File: src/rtl/bmt_pkg.sv
// constants shared by the biphase audio transmitter files
package bmt_pkg;
  // ==========================================================
  // register offsets
  localparam logic [7:0]  OFS_CFG     = 8'h00;
  localparam logic [7:0]  OFS_BUFLVL  = 8'h04;
  localparam logic [7:0]  OFS_DMA     = 8'h08;
  localparam logic [7:0]  OFS_INTCR   = 8'h0C;
  localparam logic [7:0]  OFS_INTSR   = 8'h10;
  localparam logic [7:0]  OFS_XFER    = 8'h18;
  localparam logic [7:0]  OFS_SMP     = 8'h20;
  localparam logic [7:0]  OFS_VLD     = 8'h60;
  localparam logic [7:0]  OFS_USR     = 8'h90;
  localparam logic [7:0]  OFS_CHS     = 8'hC0;
  localparam logic [7:0]  TBL_SPAN    = 8'h30;
  localparam int          TBL_WORDS   = 12;
  // ==========================================================
  // register fields
  localparam logic [31:0] CFG_WMASK   = 32'h00FF007F;
  localparam logic [31:0] DMA_WMASK   = 32'h0000003F;
  localparam logic [31:0] INTCR_WMASK = 32'h000003F8;
  localparam logic [31:0] XFER_WMASK  = 32'h00000001;
  localparam int          CFG_RAT_LSB = 16;
  localparam int          CFG_CLR_BIT = 7;
  localparam int          CFG_CHS_BIT = 6;
  localparam int          CFG_USR_BIT = 5;
  localparam int          CFG_VLD_BIT = 4;
  localparam int          CFG_LJ_BIT  = 3;
  localparam int          CFG_PK_BIT  = 2;
  localparam int          CFG_WID_LSB = 0;
  localparam logic [1:0]  WID_20      = 2'h1;
  localparam logic [1:0]  WID_24      = 2'h2;
  localparam int          DMA_EN_BIT  = 5;
  localparam int          DMA_WM_LSB  = 0;
  localparam int          INT_CLR_BIT = 16;
  localparam int          INT_THR_LSB = 5;
  localparam int          INT_EMP_BIT = 4;
  localparam int          INT_BLK_BIT = 3;
  localparam int          XFER_GO_BIT = 0;
  // ==========================================================
  // sample handling
  localparam logic [5:0]  FIFO_FULL   = 6'h20;
  localparam logic [4:0]  RJ_SH_16    = 5'h10;
  localparam logic [4:0]  RJ_SH_20    = 5'h0C;
  localparam logic [4:0]  RJ_SH_24    = 5'h08;
  localparam logic [23:0] MASK_16     = 24'hFFFF00;
  localparam logic [23:0] MASK_20     = 24'hFFFFF0;
  localparam logic [23:0] MASK_24     = 24'hFFFFFF;
  // ==========================================================
  // framing and line code
  localparam logic [7:0]  LAST_FRAME  = 8'hBF;
  localparam logic [5:0]  LAST_STATE  = 6'h3F;
  localparam logic [5:0]  PRE_LEN     = 6'h08;
  localparam logic [4:0]  DATA_OFS    = 5'h04;
  localparam logic [7:0]  PRE_B       = 8'hE8;
  localparam logic [7:0]  PRE_M       = 8'hE2;
  localparam logic [7:0]  PRE_W       = 8'hE4;
  localparam logic [1:0]  HRESP_OKAY  = 2'h0;
endpackage

File: src/rtl/bmt_bmc_enc.sv
// biphase-mark line encoder, one sub-frame at a time
`timescale 1ns/1ps
module bmt_bmc_enc (
  input  wire logic        clk_sys_i,
  input  wire logic        srst_i,
  input  wire logic        clr_i,
  input  wire logic        active_i,
  input  wire logic        tick_i,
  input  wire logic [27:0] sf_data_i,
  input  wire logic [7:0]  pre_i,
  output logic             take_o,
  output logic             line_o
);
  logic [5:0]  st_r;
  logic [5:0]  nst;
  logic [27:0] data_r;
  logic [7:0]  pre_r;
  logic        ref_r;
  logic        line_r;
  logic        bit_cur;

  assign take_o  = active_i && tick_i && (st_r == bmt_pkg::LAST_STATE);
  assign line_o  = line_r;
  assign nst     = st_r + 6'h01;
  assign bit_cur = data_r[st_r[5:1] - bmt_pkg::DATA_OFS];

  // ==========================================================
  // state position within the sub-frame
  always_ff @(posedge clk_sys_i) begin
    if (srst_i || clr_i || !active_i) begin
      st_r <= bmt_pkg::LAST_STATE;
    end else if (tick_i) begin
      st_r <= nst;
    end
  end

  always_ff @(posedge clk_sys_i) begin
    if (srst_i || clr_i) begin
      data_r <= '0;
      pre_r  <= '0;
      ref_r  <= 1'b0;
    end else if (take_o) begin
      data_r <= sf_data_i;
      pre_r  <= pre_i;
      ref_r  <= line_r;
    end
  end

  // ==========================================================
  // line level
  always_ff @(posedge clk_sys_i) begin
    if (srst_i || clr_i) begin
      line_r <= 1'b0;
    end else if (take_o) begin
      line_r <= pre_i[7] ^ line_r;
    end else if (active_i && tick_i) begin
      if (nst < bmt_pkg::PRE_LEN) begin
        line_r <= pre_r[3'h7 - nst[2:0]] ^ ref_r;
      end else if (!nst[0]) begin
        line_r <= ~line_r;
      end else if (bit_cur) begin
        line_r <= ~line_r;
      end
    end
  end
endmodule

File: src/rtl/bmt_top.sv
// register file, sample buffer and sub-frame builder of the biphase audio transmitter
`timescale 1ns/1ps
module bmt_top (
  input  wire logic        clk_sys_i,
  input  wire logic        srst_i,
  input  wire logic        hsel_i,
  input  wire logic [1:0]  htrans_i,
  input  wire logic        hwrite_i,
  input  wire logic [31:0] haddr_i,
  input  wire logic [31:0] hwdata_i,
  input  wire logic        hready_i,
  output logic      [31:0] hrdata_o,
  output logic             hreadyout_o,
  output logic      [1:0]  hresp_o,
  output logic             dma_tx_req_o,
  output logic             irq_o,
  output logic             bmc_tx_o
);
  // ==========================================================
  // helpers
  function automatic logic bmt_tbl_hit(input logic [7:0] a, input logic [7:0] b);
    return (a >= b) && (a < b + bmt_pkg::TBL_SPAN) && (a[1:0] == 2'h0);
  endfunction

  function automatic logic [3:0] bmt_tbl_idx(input logic [7:0] a, input logic [7:0] b);
    logic [7:0] d;
    d = a - b;
    return d[5:2];
  endfunction

  // places the sample left aligned in the 24-bit audio field
  function automatic logic [23:0] bmt_align(input logic [31:0] w, input logic [1:0] wid,
                                            input logic lj, input logic pk, input logic hi);
    logic [31:0] s;
    logic [23:0] m;
    s = lj ? w : (w << bmt_pkg::RJ_SH_16);
    m = bmt_pkg::MASK_16;
    if (pk) begin
      s = {(hi ? w[31:16] : w[15:0]), 16'h0000};
    end else begin
      case (wid)
        bmt_pkg::WID_20: begin
          s = lj ? w : (w << bmt_pkg::RJ_SH_20);
          m = bmt_pkg::MASK_20;
        end
        bmt_pkg::WID_24: begin
          s = lj ? w : (w << bmt_pkg::RJ_SH_24);
          m = bmt_pkg::MASK_24;
        end
        default: begin
        end
      endcase
    end
    return s[31:8] & m;
  endfunction

  // ==========================================================
  // declarations
  logic [31:0] cfg_r;
  logic [31:0] dma_r;
  logic [31:0] intcr_r;
  logic [31:0] xfer_r;
  logic [31:0] vld_r [0:bmt_pkg::TBL_WORDS-1];
  logic [31:0] usr_r [0:bmt_pkg::TBL_WORDS-1];
  logic [31:0] chs_r [0:bmt_pkg::TBL_WORDS-1];
  logic [31:0] mem_r [0:31];
  logic [4:0]  wp_r;
  logic [4:0]  rp_r;
  logic [5:0]  lvl_r;
  logic        wr_r;
  logic [7:0]  waddr_r;
  logic [31:0] hrdata_r;
  logic [31:0] rd_nxt;
  logic        blk_st_r;
  logic        emp_st_r;
  logic [7:0]  div_r;
  logic [7:0]  frame_r;
  logic        sub_r;
  logic        half_r;
  logic        last_r;
  logic        a_acc;
  logic        clr;
  logic        push;
  logic        pop;
  logic        have;
  logic        run;
  logic        tick;
  logic        take;
  logic        blk_evt;
  logic        wr_cfg;
  logic        wr_dma;
  logic        wr_intcr;
  logic [7:0]  ratio;
  logic [5:0]  wm;
  logic [5:0]  thr;
  logic        pk;
  logic [8:0]  sfi;
  logic        v_bit;
  logic        u_bit;
  logic        c_bit;
  logic [23:0] audio;
  logic [27:0] sf_word;
  logic [7:0]  pre;

  // ==========================================================
  // bus slave
  assign a_acc       = hsel_i && hready_i && htrans_i[1];
  assign hreadyout_o = 1'b1;
  assign hresp_o     = bmt_pkg::HRESP_OKAY;
  assign hrdata_o    = hrdata_r;
  assign wr_cfg      = wr_r && (waddr_r == bmt_pkg::OFS_CFG);
  assign wr_dma      = wr_r && (waddr_r == bmt_pkg::OFS_DMA);
  assign wr_intcr    = wr_r && (waddr_r == bmt_pkg::OFS_INTCR);

  always_ff @(posedge clk_sys_i) begin
    if (srst_i) begin
      wr_r    <= 1'b0;
      waddr_r <= '0;
    end else begin
      wr_r <= a_acc && hwrite_i;
      if (a_acc) begin
        waddr_r <= haddr_i[7:0];
      end
    end
  end

  always_comb begin
    rd_nxt = '0;
    case (haddr_i[7:0])
      bmt_pkg::OFS_CFG:    rd_nxt = cfg_r;
      bmt_pkg::OFS_BUFLVL: rd_nxt = 32'(lvl_r);
      bmt_pkg::OFS_DMA:    rd_nxt = dma_r;
      bmt_pkg::OFS_INTCR:  rd_nxt = intcr_r;
      bmt_pkg::OFS_INTSR: begin
        rd_nxt[bmt_pkg::INT_EMP_BIT] = emp_st_r;
        rd_nxt[bmt_pkg::INT_BLK_BIT] = blk_st_r;
      end
      bmt_pkg::OFS_XFER:   rd_nxt = xfer_r;
      default: begin
        if (bmt_tbl_hit(haddr_i[7:0], bmt_pkg::OFS_VLD)) begin
          rd_nxt = vld_r[bmt_tbl_idx(haddr_i[7:0], bmt_pkg::OFS_VLD)];
        end else if (bmt_tbl_hit(haddr_i[7:0], bmt_pkg::OFS_USR)) begin
          rd_nxt = usr_r[bmt_tbl_idx(haddr_i[7:0], bmt_pkg::OFS_USR)];
        end else if (bmt_tbl_hit(haddr_i[7:0], bmt_pkg::OFS_CHS)) begin
          rd_nxt = chs_r[bmt_tbl_idx(haddr_i[7:0], bmt_pkg::OFS_CHS)];
        end
      end
    endcase
  end

  always_ff @(posedge clk_sys_i) begin
    if (srst_i) begin
      hrdata_r <= '0;
    end else if (a_acc && !hwrite_i) begin
      hrdata_r <= rd_nxt;
    end
  end

  // ==========================================================
  // control registers
  always_ff @(posedge clk_sys_i) begin
    if (srst_i) begin
      cfg_r   <= '0;
      dma_r   <= '0;
      intcr_r <= '0;
      xfer_r  <= '0;
    end else begin
      if (wr_cfg) begin
        cfg_r <= hwdata_i & bmt_pkg::CFG_WMASK;
      end
      if (wr_dma) begin
        dma_r <= hwdata_i & bmt_pkg::DMA_WMASK;
      end
      if (wr_intcr) begin
        intcr_r <= hwdata_i & bmt_pkg::INTCR_WMASK;
      end
      if (wr_r && (waddr_r == bmt_pkg::OFS_XFER)) begin
        xfer_r <= hwdata_i & bmt_pkg::XFER_WMASK;
      end
    end
  end

  always_ff @(posedge clk_sys_i) begin
    if (srst_i) begin
      for (int i = 0; i < bmt_pkg::TBL_WORDS; i++) begin
        vld_r[i] <= '0;
        usr_r[i] <= '0;
        chs_r[i] <= '0;
      end
    end else if (wr_r) begin
      if (bmt_tbl_hit(waddr_r, bmt_pkg::OFS_VLD)) begin
        vld_r[bmt_tbl_idx(waddr_r, bmt_pkg::OFS_VLD)] <= hwdata_i;
      end
      if (bmt_tbl_hit(waddr_r, bmt_pkg::OFS_USR)) begin
        usr_r[bmt_tbl_idx(waddr_r, bmt_pkg::OFS_USR)] <= hwdata_i;
      end
      if (bmt_tbl_hit(waddr_r, bmt_pkg::OFS_CHS)) begin
        chs_r[bmt_tbl_idx(waddr_r, bmt_pkg::OFS_CHS)] <= hwdata_i;
      end
    end
  end

  assign clr   = wr_cfg && hwdata_i[bmt_pkg::CFG_CLR_BIT];
  assign run   = xfer_r[bmt_pkg::XFER_GO_BIT];
  assign ratio = cfg_r[bmt_pkg::CFG_RAT_LSB +: 8];
  assign wm    = {1'b0, dma_r[bmt_pkg::DMA_WM_LSB +: 5]};
  assign thr   = {1'b0, intcr_r[bmt_pkg::INT_THR_LSB +: 5]};
  assign pk    = cfg_r[bmt_pkg::CFG_PK_BIT];

  // ==========================================================
  // sample buffer
  assign push = wr_r && (waddr_r == bmt_pkg::OFS_SMP) && (lvl_r != bmt_pkg::FIFO_FULL);
  assign have = lvl_r != 6'h00;
  assign pop  = take && have && (!pk || half_r);

  always_ff @(posedge clk_sys_i) begin
    if (push) begin
      mem_r[wp_r] <= hwdata_i;
    end
  end

  always_ff @(posedge clk_sys_i) begin
    if (srst_i) begin
      wp_r  <= '0;
      rp_r  <= '0;
      lvl_r <= '0;
    end else begin
      if (push) begin
        wp_r <= wp_r + 5'h01;
      end
      if (pop) begin
        rp_r <= rp_r + 5'h01;
      end
      case ({push, pop})
        2'b10:   lvl_r <= lvl_r + 6'h01;
        2'b01:   lvl_r <= lvl_r - 6'h01;
        default: lvl_r <= lvl_r;
      endcase
    end
  end

  // ==========================================================
  // bit-rate divider: one line state per ratio clocks, one per clock when ratio is 0
  assign tick = (ratio == 8'h00) || (div_r == ratio - 8'h01);

  always_ff @(posedge clk_sys_i) begin
    if (srst_i || clr || !run || tick) begin
      div_r <= '0;
    end else begin
      div_r <= div_r + 8'h01;
    end
  end

  // ==========================================================
  // sub-frame builder
  assign sfi   = {frame_r, sub_r};
  assign v_bit = cfg_r[bmt_pkg::CFG_VLD_BIT] && vld_r[sfi[8:5]][sfi[4:0]];
  assign u_bit = cfg_r[bmt_pkg::CFG_USR_BIT] && usr_r[sfi[8:5]][sfi[4:0]];
  assign c_bit = cfg_r[bmt_pkg::CFG_CHS_BIT] && chs_r[sfi[8:5]][sfi[4:0]];
  assign audio = have ? bmt_align(mem_r[rp_r], cfg_r[bmt_pkg::CFG_WID_LSB +: 2],
                                  cfg_r[bmt_pkg::CFG_LJ_BIT], pk, half_r) : 24'h000000;
  assign sf_word = {^{c_bit, u_bit, v_bit, audio}, c_bit, u_bit, v_bit, audio};
  assign pre = sub_r ? bmt_pkg::PRE_W :
               ((frame_r == 8'h00) ? bmt_pkg::PRE_B : bmt_pkg::PRE_M);
  assign blk_evt = take && last_r;

  always_ff @(posedge clk_sys_i) begin
    if (srst_i || clr || !run) begin
      frame_r <= '0;
      sub_r   <= 1'b0;
      half_r  <= 1'b0;
      last_r  <= 1'b0;
    end else if (take) begin
      sub_r  <= ~sub_r;
      last_r <= sub_r && (frame_r == bmt_pkg::LAST_FRAME);
      if (sub_r) begin
        frame_r <= (frame_r == bmt_pkg::LAST_FRAME) ? 8'h00 : frame_r + 8'h01;
      end
      half_r <= pk && (have ? ~half_r : half_r);
    end
  end

  bmt_bmc_enc u_enc (
    .clk_sys_i (clk_sys_i),
    .srst_i    (srst_i),
    .clr_i     (clr),
    .active_i  (run),
    .tick_i    (tick),
    .sf_data_i (sf_word),
    .pre_i     (pre),
    .take_o    (take),
    .line_o    (bmc_tx_o)
  );

  // ==========================================================
  // status, interrupt and dma request
  always_ff @(posedge clk_sys_i) begin
    if (srst_i) begin
      blk_st_r <= 1'b0;
      emp_st_r <= 1'b0;
    end else begin
      emp_st_r <= lvl_r <= thr;
      if (blk_evt) begin
        blk_st_r <= 1'b1;
      end else if (wr_intcr && hwdata_i[bmt_pkg::INT_CLR_BIT]) begin
        blk_st_r <= 1'b0;
      end
    end
  end

  assign irq_o = (emp_st_r && intcr_r[bmt_pkg::INT_EMP_BIT]) ||
                 (blk_st_r && intcr_r[bmt_pkg::INT_BLK_BIT]);
  assign dma_tx_req_o = dma_r[bmt_pkg::DMA_EN_BIT] && (lvl_r <= wm);
endmodule

File: config.mk
export PLATFORM = sky130hd
export DESIGN_NAME = bmt_top
export DESIGN_NICKNAME = d
export VERILOG_FILES = /design/src/rtl/bmt_pkg.sv /design/src/rtl/bmt_bmc_enc.sv /design/src/rtl/bmt_top.sv
export SDC_FILE = /design/constraint.sdc
export NUM_CORES = 2
export LEC_CHECK = 0
export ABC_AREA = 0
export ABC_CLOCK_PERIOD_IN_PS = 7170
export BUFFER_PORTS_ARGS = -buffer_cell sky130_fd_sc_hd__buf_2
export CAP_MARGIN = 20
export CORE_MARGIN = 8
export CORE_UTILIZATION = 40
export CTS_CLUSTER_SIZE = 28
export DETAILED_ROUTE_END_ITERATION = 16
export MAX_ROUTING_LAYER = met4
export PLACE_DENSITY = 0.53
export SYNTH_ARGS = -nofsm -noshare
export SYNTH_HDL_FRONTEND = slang
export SYNTH_HIERARCHICAL = 1
export SYNTH_SLANG_ARGS = --single-unit
File: constraint.sdc
create_clock -name clk_sys_i -period 7.17 [get_ports clk_sys_i]
set_input_delay 0.3585 -clock clk_sys_i [delete_from_list [all_inputs] [get_ports clk_sys_i]]
set_output_delay 0.3585 -clock clk_sys_i [all_outputs]
set_load 0.1 [all_outputs]
==> results.yml <==
worst_setup_path:
  critPathLaunchType: "register"
  crit_fanout: 40
  path_cells: "nand2_4, buf_4, o221ai_1, o22ai_1, o2111ai_1, o311ai_0, nor4b_1, nor2_1, o21ai_1, buf_4, xnor3_1, xnor3_1, nand2_1, a21oi_1"
  critPathKind: "register to register"
  r2r_cells: 14
  crit_family: "compound AO/OA/AOI/OAI gates"
  worstPathArrival_ps: 6340
  cp-endpoint: "u_enc/data_r[27]$_SDFFE_PP0P_"
  rrSetupSlack_ps: 1590
  critical_path.max_stage_delay_ps: 900
  crit_path_end_kind: "register"
  crit_buf_inv: 2
  worstReg2RegEnd: "u_enc/data_r[27]$_SDFFE_PP0P_"
  slowest_stage: "dfxtp_4"
  cp_num_cells: 14
  critical_path_required_ps: 7920
floorplan:
  die_h_um: 580
  initial_core_util: 0.401
  core.rowCount: 207
  die_area_um2: 337000
  design.core.area_um2: 318000
  pin_count: 109
  die_w_um: 580
layout:
  filler_cell_count: 27700
  final_cell_mix: "2560 x edfxtp_1, 1125 x and2_1, 934 x mux4_2"
  nNetsFinal: 8288
  area_growth_pct: 13.0
  layout-drive-gt1-share: 0.222
  final_common_cell: "edfxtp_1"
clocking:
  cts_max_level: 5
  numCtsBuffers: 307
  path_clk_slew_ps: 60
  clk_root_buffer_cell: "clkbuf_16"
  cts_sinks: 2720
  clk_latency_ps: 930
  clockBufferDepth: 4
  post_cts_buffers: 0
  cts_tree: "yes"
  cts_resized: 0
power:
  p_seq_frac: 0.509
  p_leak_nw: 47.4
  power.share.combinational: 0.052
  power_density_nw_per_um2: 245
  p_sw_mw: 7.99
  ir_worst_vdd_mv: 0.189
  switching_share: 0.226
  internal_power_mw: 27.4
  clock_power_share: 0.440
place:
  place_ws_ps: 1620
  gp_congestion: 0.865
  hpwl_um: 255000
  io_buffers: 80
timing:
  skew_ps: 57.2
  tns_ps: 0
  finalCritPeriodShare: 0.779
  finalMaxSlewViolations: 0
  hold_viol: 0
  max_freq_mhz: 179
  max_slew.worst_pin.slew_ps: 1250
  rsz0062_at_grt: "false"
  slew-limit-headroom: 0.167
  setup_viol: 0
  setup_ws_ps: 1590
  period_minus_slack_ps: 5580
drt:
  met1_length_um: 171000
  wl_per_cell_um: 34.4
  drt-total-wl_um: 435000
  drtPass1Iterations: 5
  via_count: 76200
  top_layer: "met4"
  viasPerCell: 6.03
  wl_met2_um: 212000
  ant_nets: 0
  wl_met3_um: 32600
  drc: 0
  drt_iter0_markers: 8975
logic_synthesis:
  synth-xor-area-share: 0.00514
  synthFlopType: "edfxtp_1"
  synth_cells: 7784
  synth_compound_area_frac: 0.0438
  yosys_warnings: 6
  synthAdderAreaFrac: 0.00359
  ys_seq_area_frac: 0.628
  syn_area_um2: 127000
  synth.avg_cell_area_um2: 16.4
  ys_ff_latch: 2720
  synth_edf_count: 2560
  synth_mux_area_frac: 0.202
  synth.distinct_cells: 92
  synth-simple-area-share: 0.0897
  synth_async_sr_flop_share: 0
  synth_top_family_by_area: "multiplexers"
global_routing:
  antenna_found_initial: 42
  grt_pass1_wl_um: 603000
  grt_max_degree: 110
  track_usage: 0.258
  first_global_vias: 76500
  grt_overflow: 0
hold_path:
  hp-class: "input port to register"
job:
  cap_viol_max_count: 0
status:
  status: "completed"
flip-flops by register name (all words and copies together), names as in the netlist, 5 cells and up, named ones only:
register / count
frame_r: 8
wp_r: 5
rp_r: 5
waddr_r: 8
u_enc/st_r: 6
vld_r: 512
u_enc/data_r: 28
u_enc/pre_r: 8
cfg_r: 15
chs_r: 512
dma_r: 6
hrdata_o: 32
mem_r: 1024
usr_r: 512
div_r: 8
intcr_r: 7
lvl_r: 6
metal layers:
metal,vias up,GRT usage
li1,31300,-
met1,40700,0.328
met2,3434,0.421
met3,773,0.0370
met4,0,0.100
met5,-,-
timing repair:
| action | in CTS | in global routing |
|---|---|---|
| hold buffers | 19 | 0 |
| endpoints found under the hold margin | 188 | 0 |
| setup endpoints to repair | 0 | 0 |
through the flow:
stage	instance area [µm²]	utilization	hold WS (ps)	total power, mW	instances
finish	144000	0.454	70.2	35.3	12600
global route	144000	0.454	49.6	36.3	12600
CTS	144000	0.453	15.9	35.6	12600
detailed placement	134000	0.422	446	20.1	12000
global placement	134000	0.422	441	20.1	12000
floorplan	129000	-	431	19.3	8175
cells in the mapped netlist, types with 7 or more instances:
cell / n / area share
a22oi_1: 167 / 0.0098
a32oi_1: 14 / 0.00096
a22o_1: 16 / 0.0011
a221oi_1: 55 / 0.0038
buf_6: 43 / 0.0038
nand4_1: 30 / 0.0015
or3b_2: 7 / 0.00048
o2111ai_1: 7 / 0.00048
nor2_1: 285 / 0.0084
nor3_1: 82 / 0.0032
nor2b_1: 31 / 0.0015
nand3_1: 82 / 0.0032
or3_1: 11 / 0.00054
xnor2_1: 36 / 0.0025
mux4_2: 934 / 0.17
a31oi_1: 18 / 0.00088
a21oi_1: 187 / 0.0073
ha_1: 35 / 0.0034
o22ai_1: 98 / 0.0048
and3_1: 13 / 0.00064
mux2i_1: 425 / 0.033
xor2_1: 24 / 0.0016
or2_2: 43 / 0.0021
clkbuf_1: 433 / 0.013
nor4_1: 27 / 0.0013
buf_4: 47 / 0.0028
nand2_1: 278 / 0.0082
edfxtp_1: 2560 / 0.60
mux4_1: 13 / 0.0027
inv_1: 40 / 0.0012
mux2_2: 7 / 0.00062
buf_8: 11 / 0.0013
a211oi_1: 38 / 0.0022
a221o_1: 8 / 0.00063
buf_12: 8 / 0.0013
nand2b_1: 14 / 0.00069
dfxtp_1: 160 / 0.025
and2_1: 1126 / 0.055
buf_1: 60 / 0.0018
o221ai_1: 63 / 0.0043
o21ai_0: 62 / 0.0024
buf_2: 66 / 0.0026
nand3b_1: 15 / 0.00088
area by class of cell:
type	count	area, µm²	area share
Clock inverter	157	1490	0.0103
Timing Repair Buffer	367	2940	0.0204
Antenna cell	31	77.6	0.000538
Tap cell	4180	5230	0.0363
Sequential cell	2720	80100	0.556
Clock buffer	394	8200	0.0569
Inverter	46	180	0.00125
Multi-Input combinational cell	4739	45900	0.318
cells by family (layout without fill, tap and decap cells):
group / after synthesis / after routing
multiplexers: 1379 / 1379
AND/OR/NAND/NOR: 2066 / 2066
buffers and inverters: 716 / 964
XOR/XNOR: 66 / 66
adder cells (fa/ha/maj): 36 / 36
AO/OA/AOI/OAI: 799 / 799
other: 2 / 424
flip-flops: 2720 / 2720
worst min-delay path by stage:
| stage | start | to | slack, ps | cells after the start |
|---|---|---|---|---|
| floorplan | sub_r$_SDFFE_PP0P_ | u_enc/pre_r[2]$_SDFFE_PP0P_ | 430 | 2 |
| global placement | u_enc/pre_r[2]$_SDFFE_PP0P_ | u_enc/pre_r[2]$_SDFFE_PP0P_ | 440 | 2 |
| detailed placement | u_enc/data_r[21]$_SDFFE_PP0P_ | u_enc/data_r[21]$_SDFFE_PP0P_ | 450 | 2 |
| CTS | hwdata_i[16] | mem_r[12][16]$_DFFE_PP_ | 20 | 2 |
| global route | hwdata_i[16] | mem_r[12][16]$_DFFE_PP_ | 50 | 2 |
| finish | hwdata_i[18] | mem_r[26][18]$_DFFE_PP_ | 70 | 1 |
power groups by stage:
stage / clock network [mW] / logic, mW / registers (mW)
global placement: 0 / 1.81 / 18.3
finish: 15.5 / 1.84 / 18.0
CTS: 15.8 / 1.84 / 18.0
detailed placement: 0 / 1.83 / 18.3
global route: 16.3 / 1.91 / 18.0
floorplan: 0 / 1.00 / 18.3
worst reg2reg max path, cell delays in order, from the launching register on:
cell	delay (ps)
dfxtp_4	900
nand2_4	640
buf_4	520
o221ai_1	370
o22ai_1	130
o2111ai_1	420
o311ai_0	250
nor4b_1	400
nor2_1	90
o21ai_1	520
buf_4	280
xnor3_1	430
xnor3_1	360
nand2_1	60
a21oi_1	60
No activity file was read; power rests on OpenSTA's default activity.
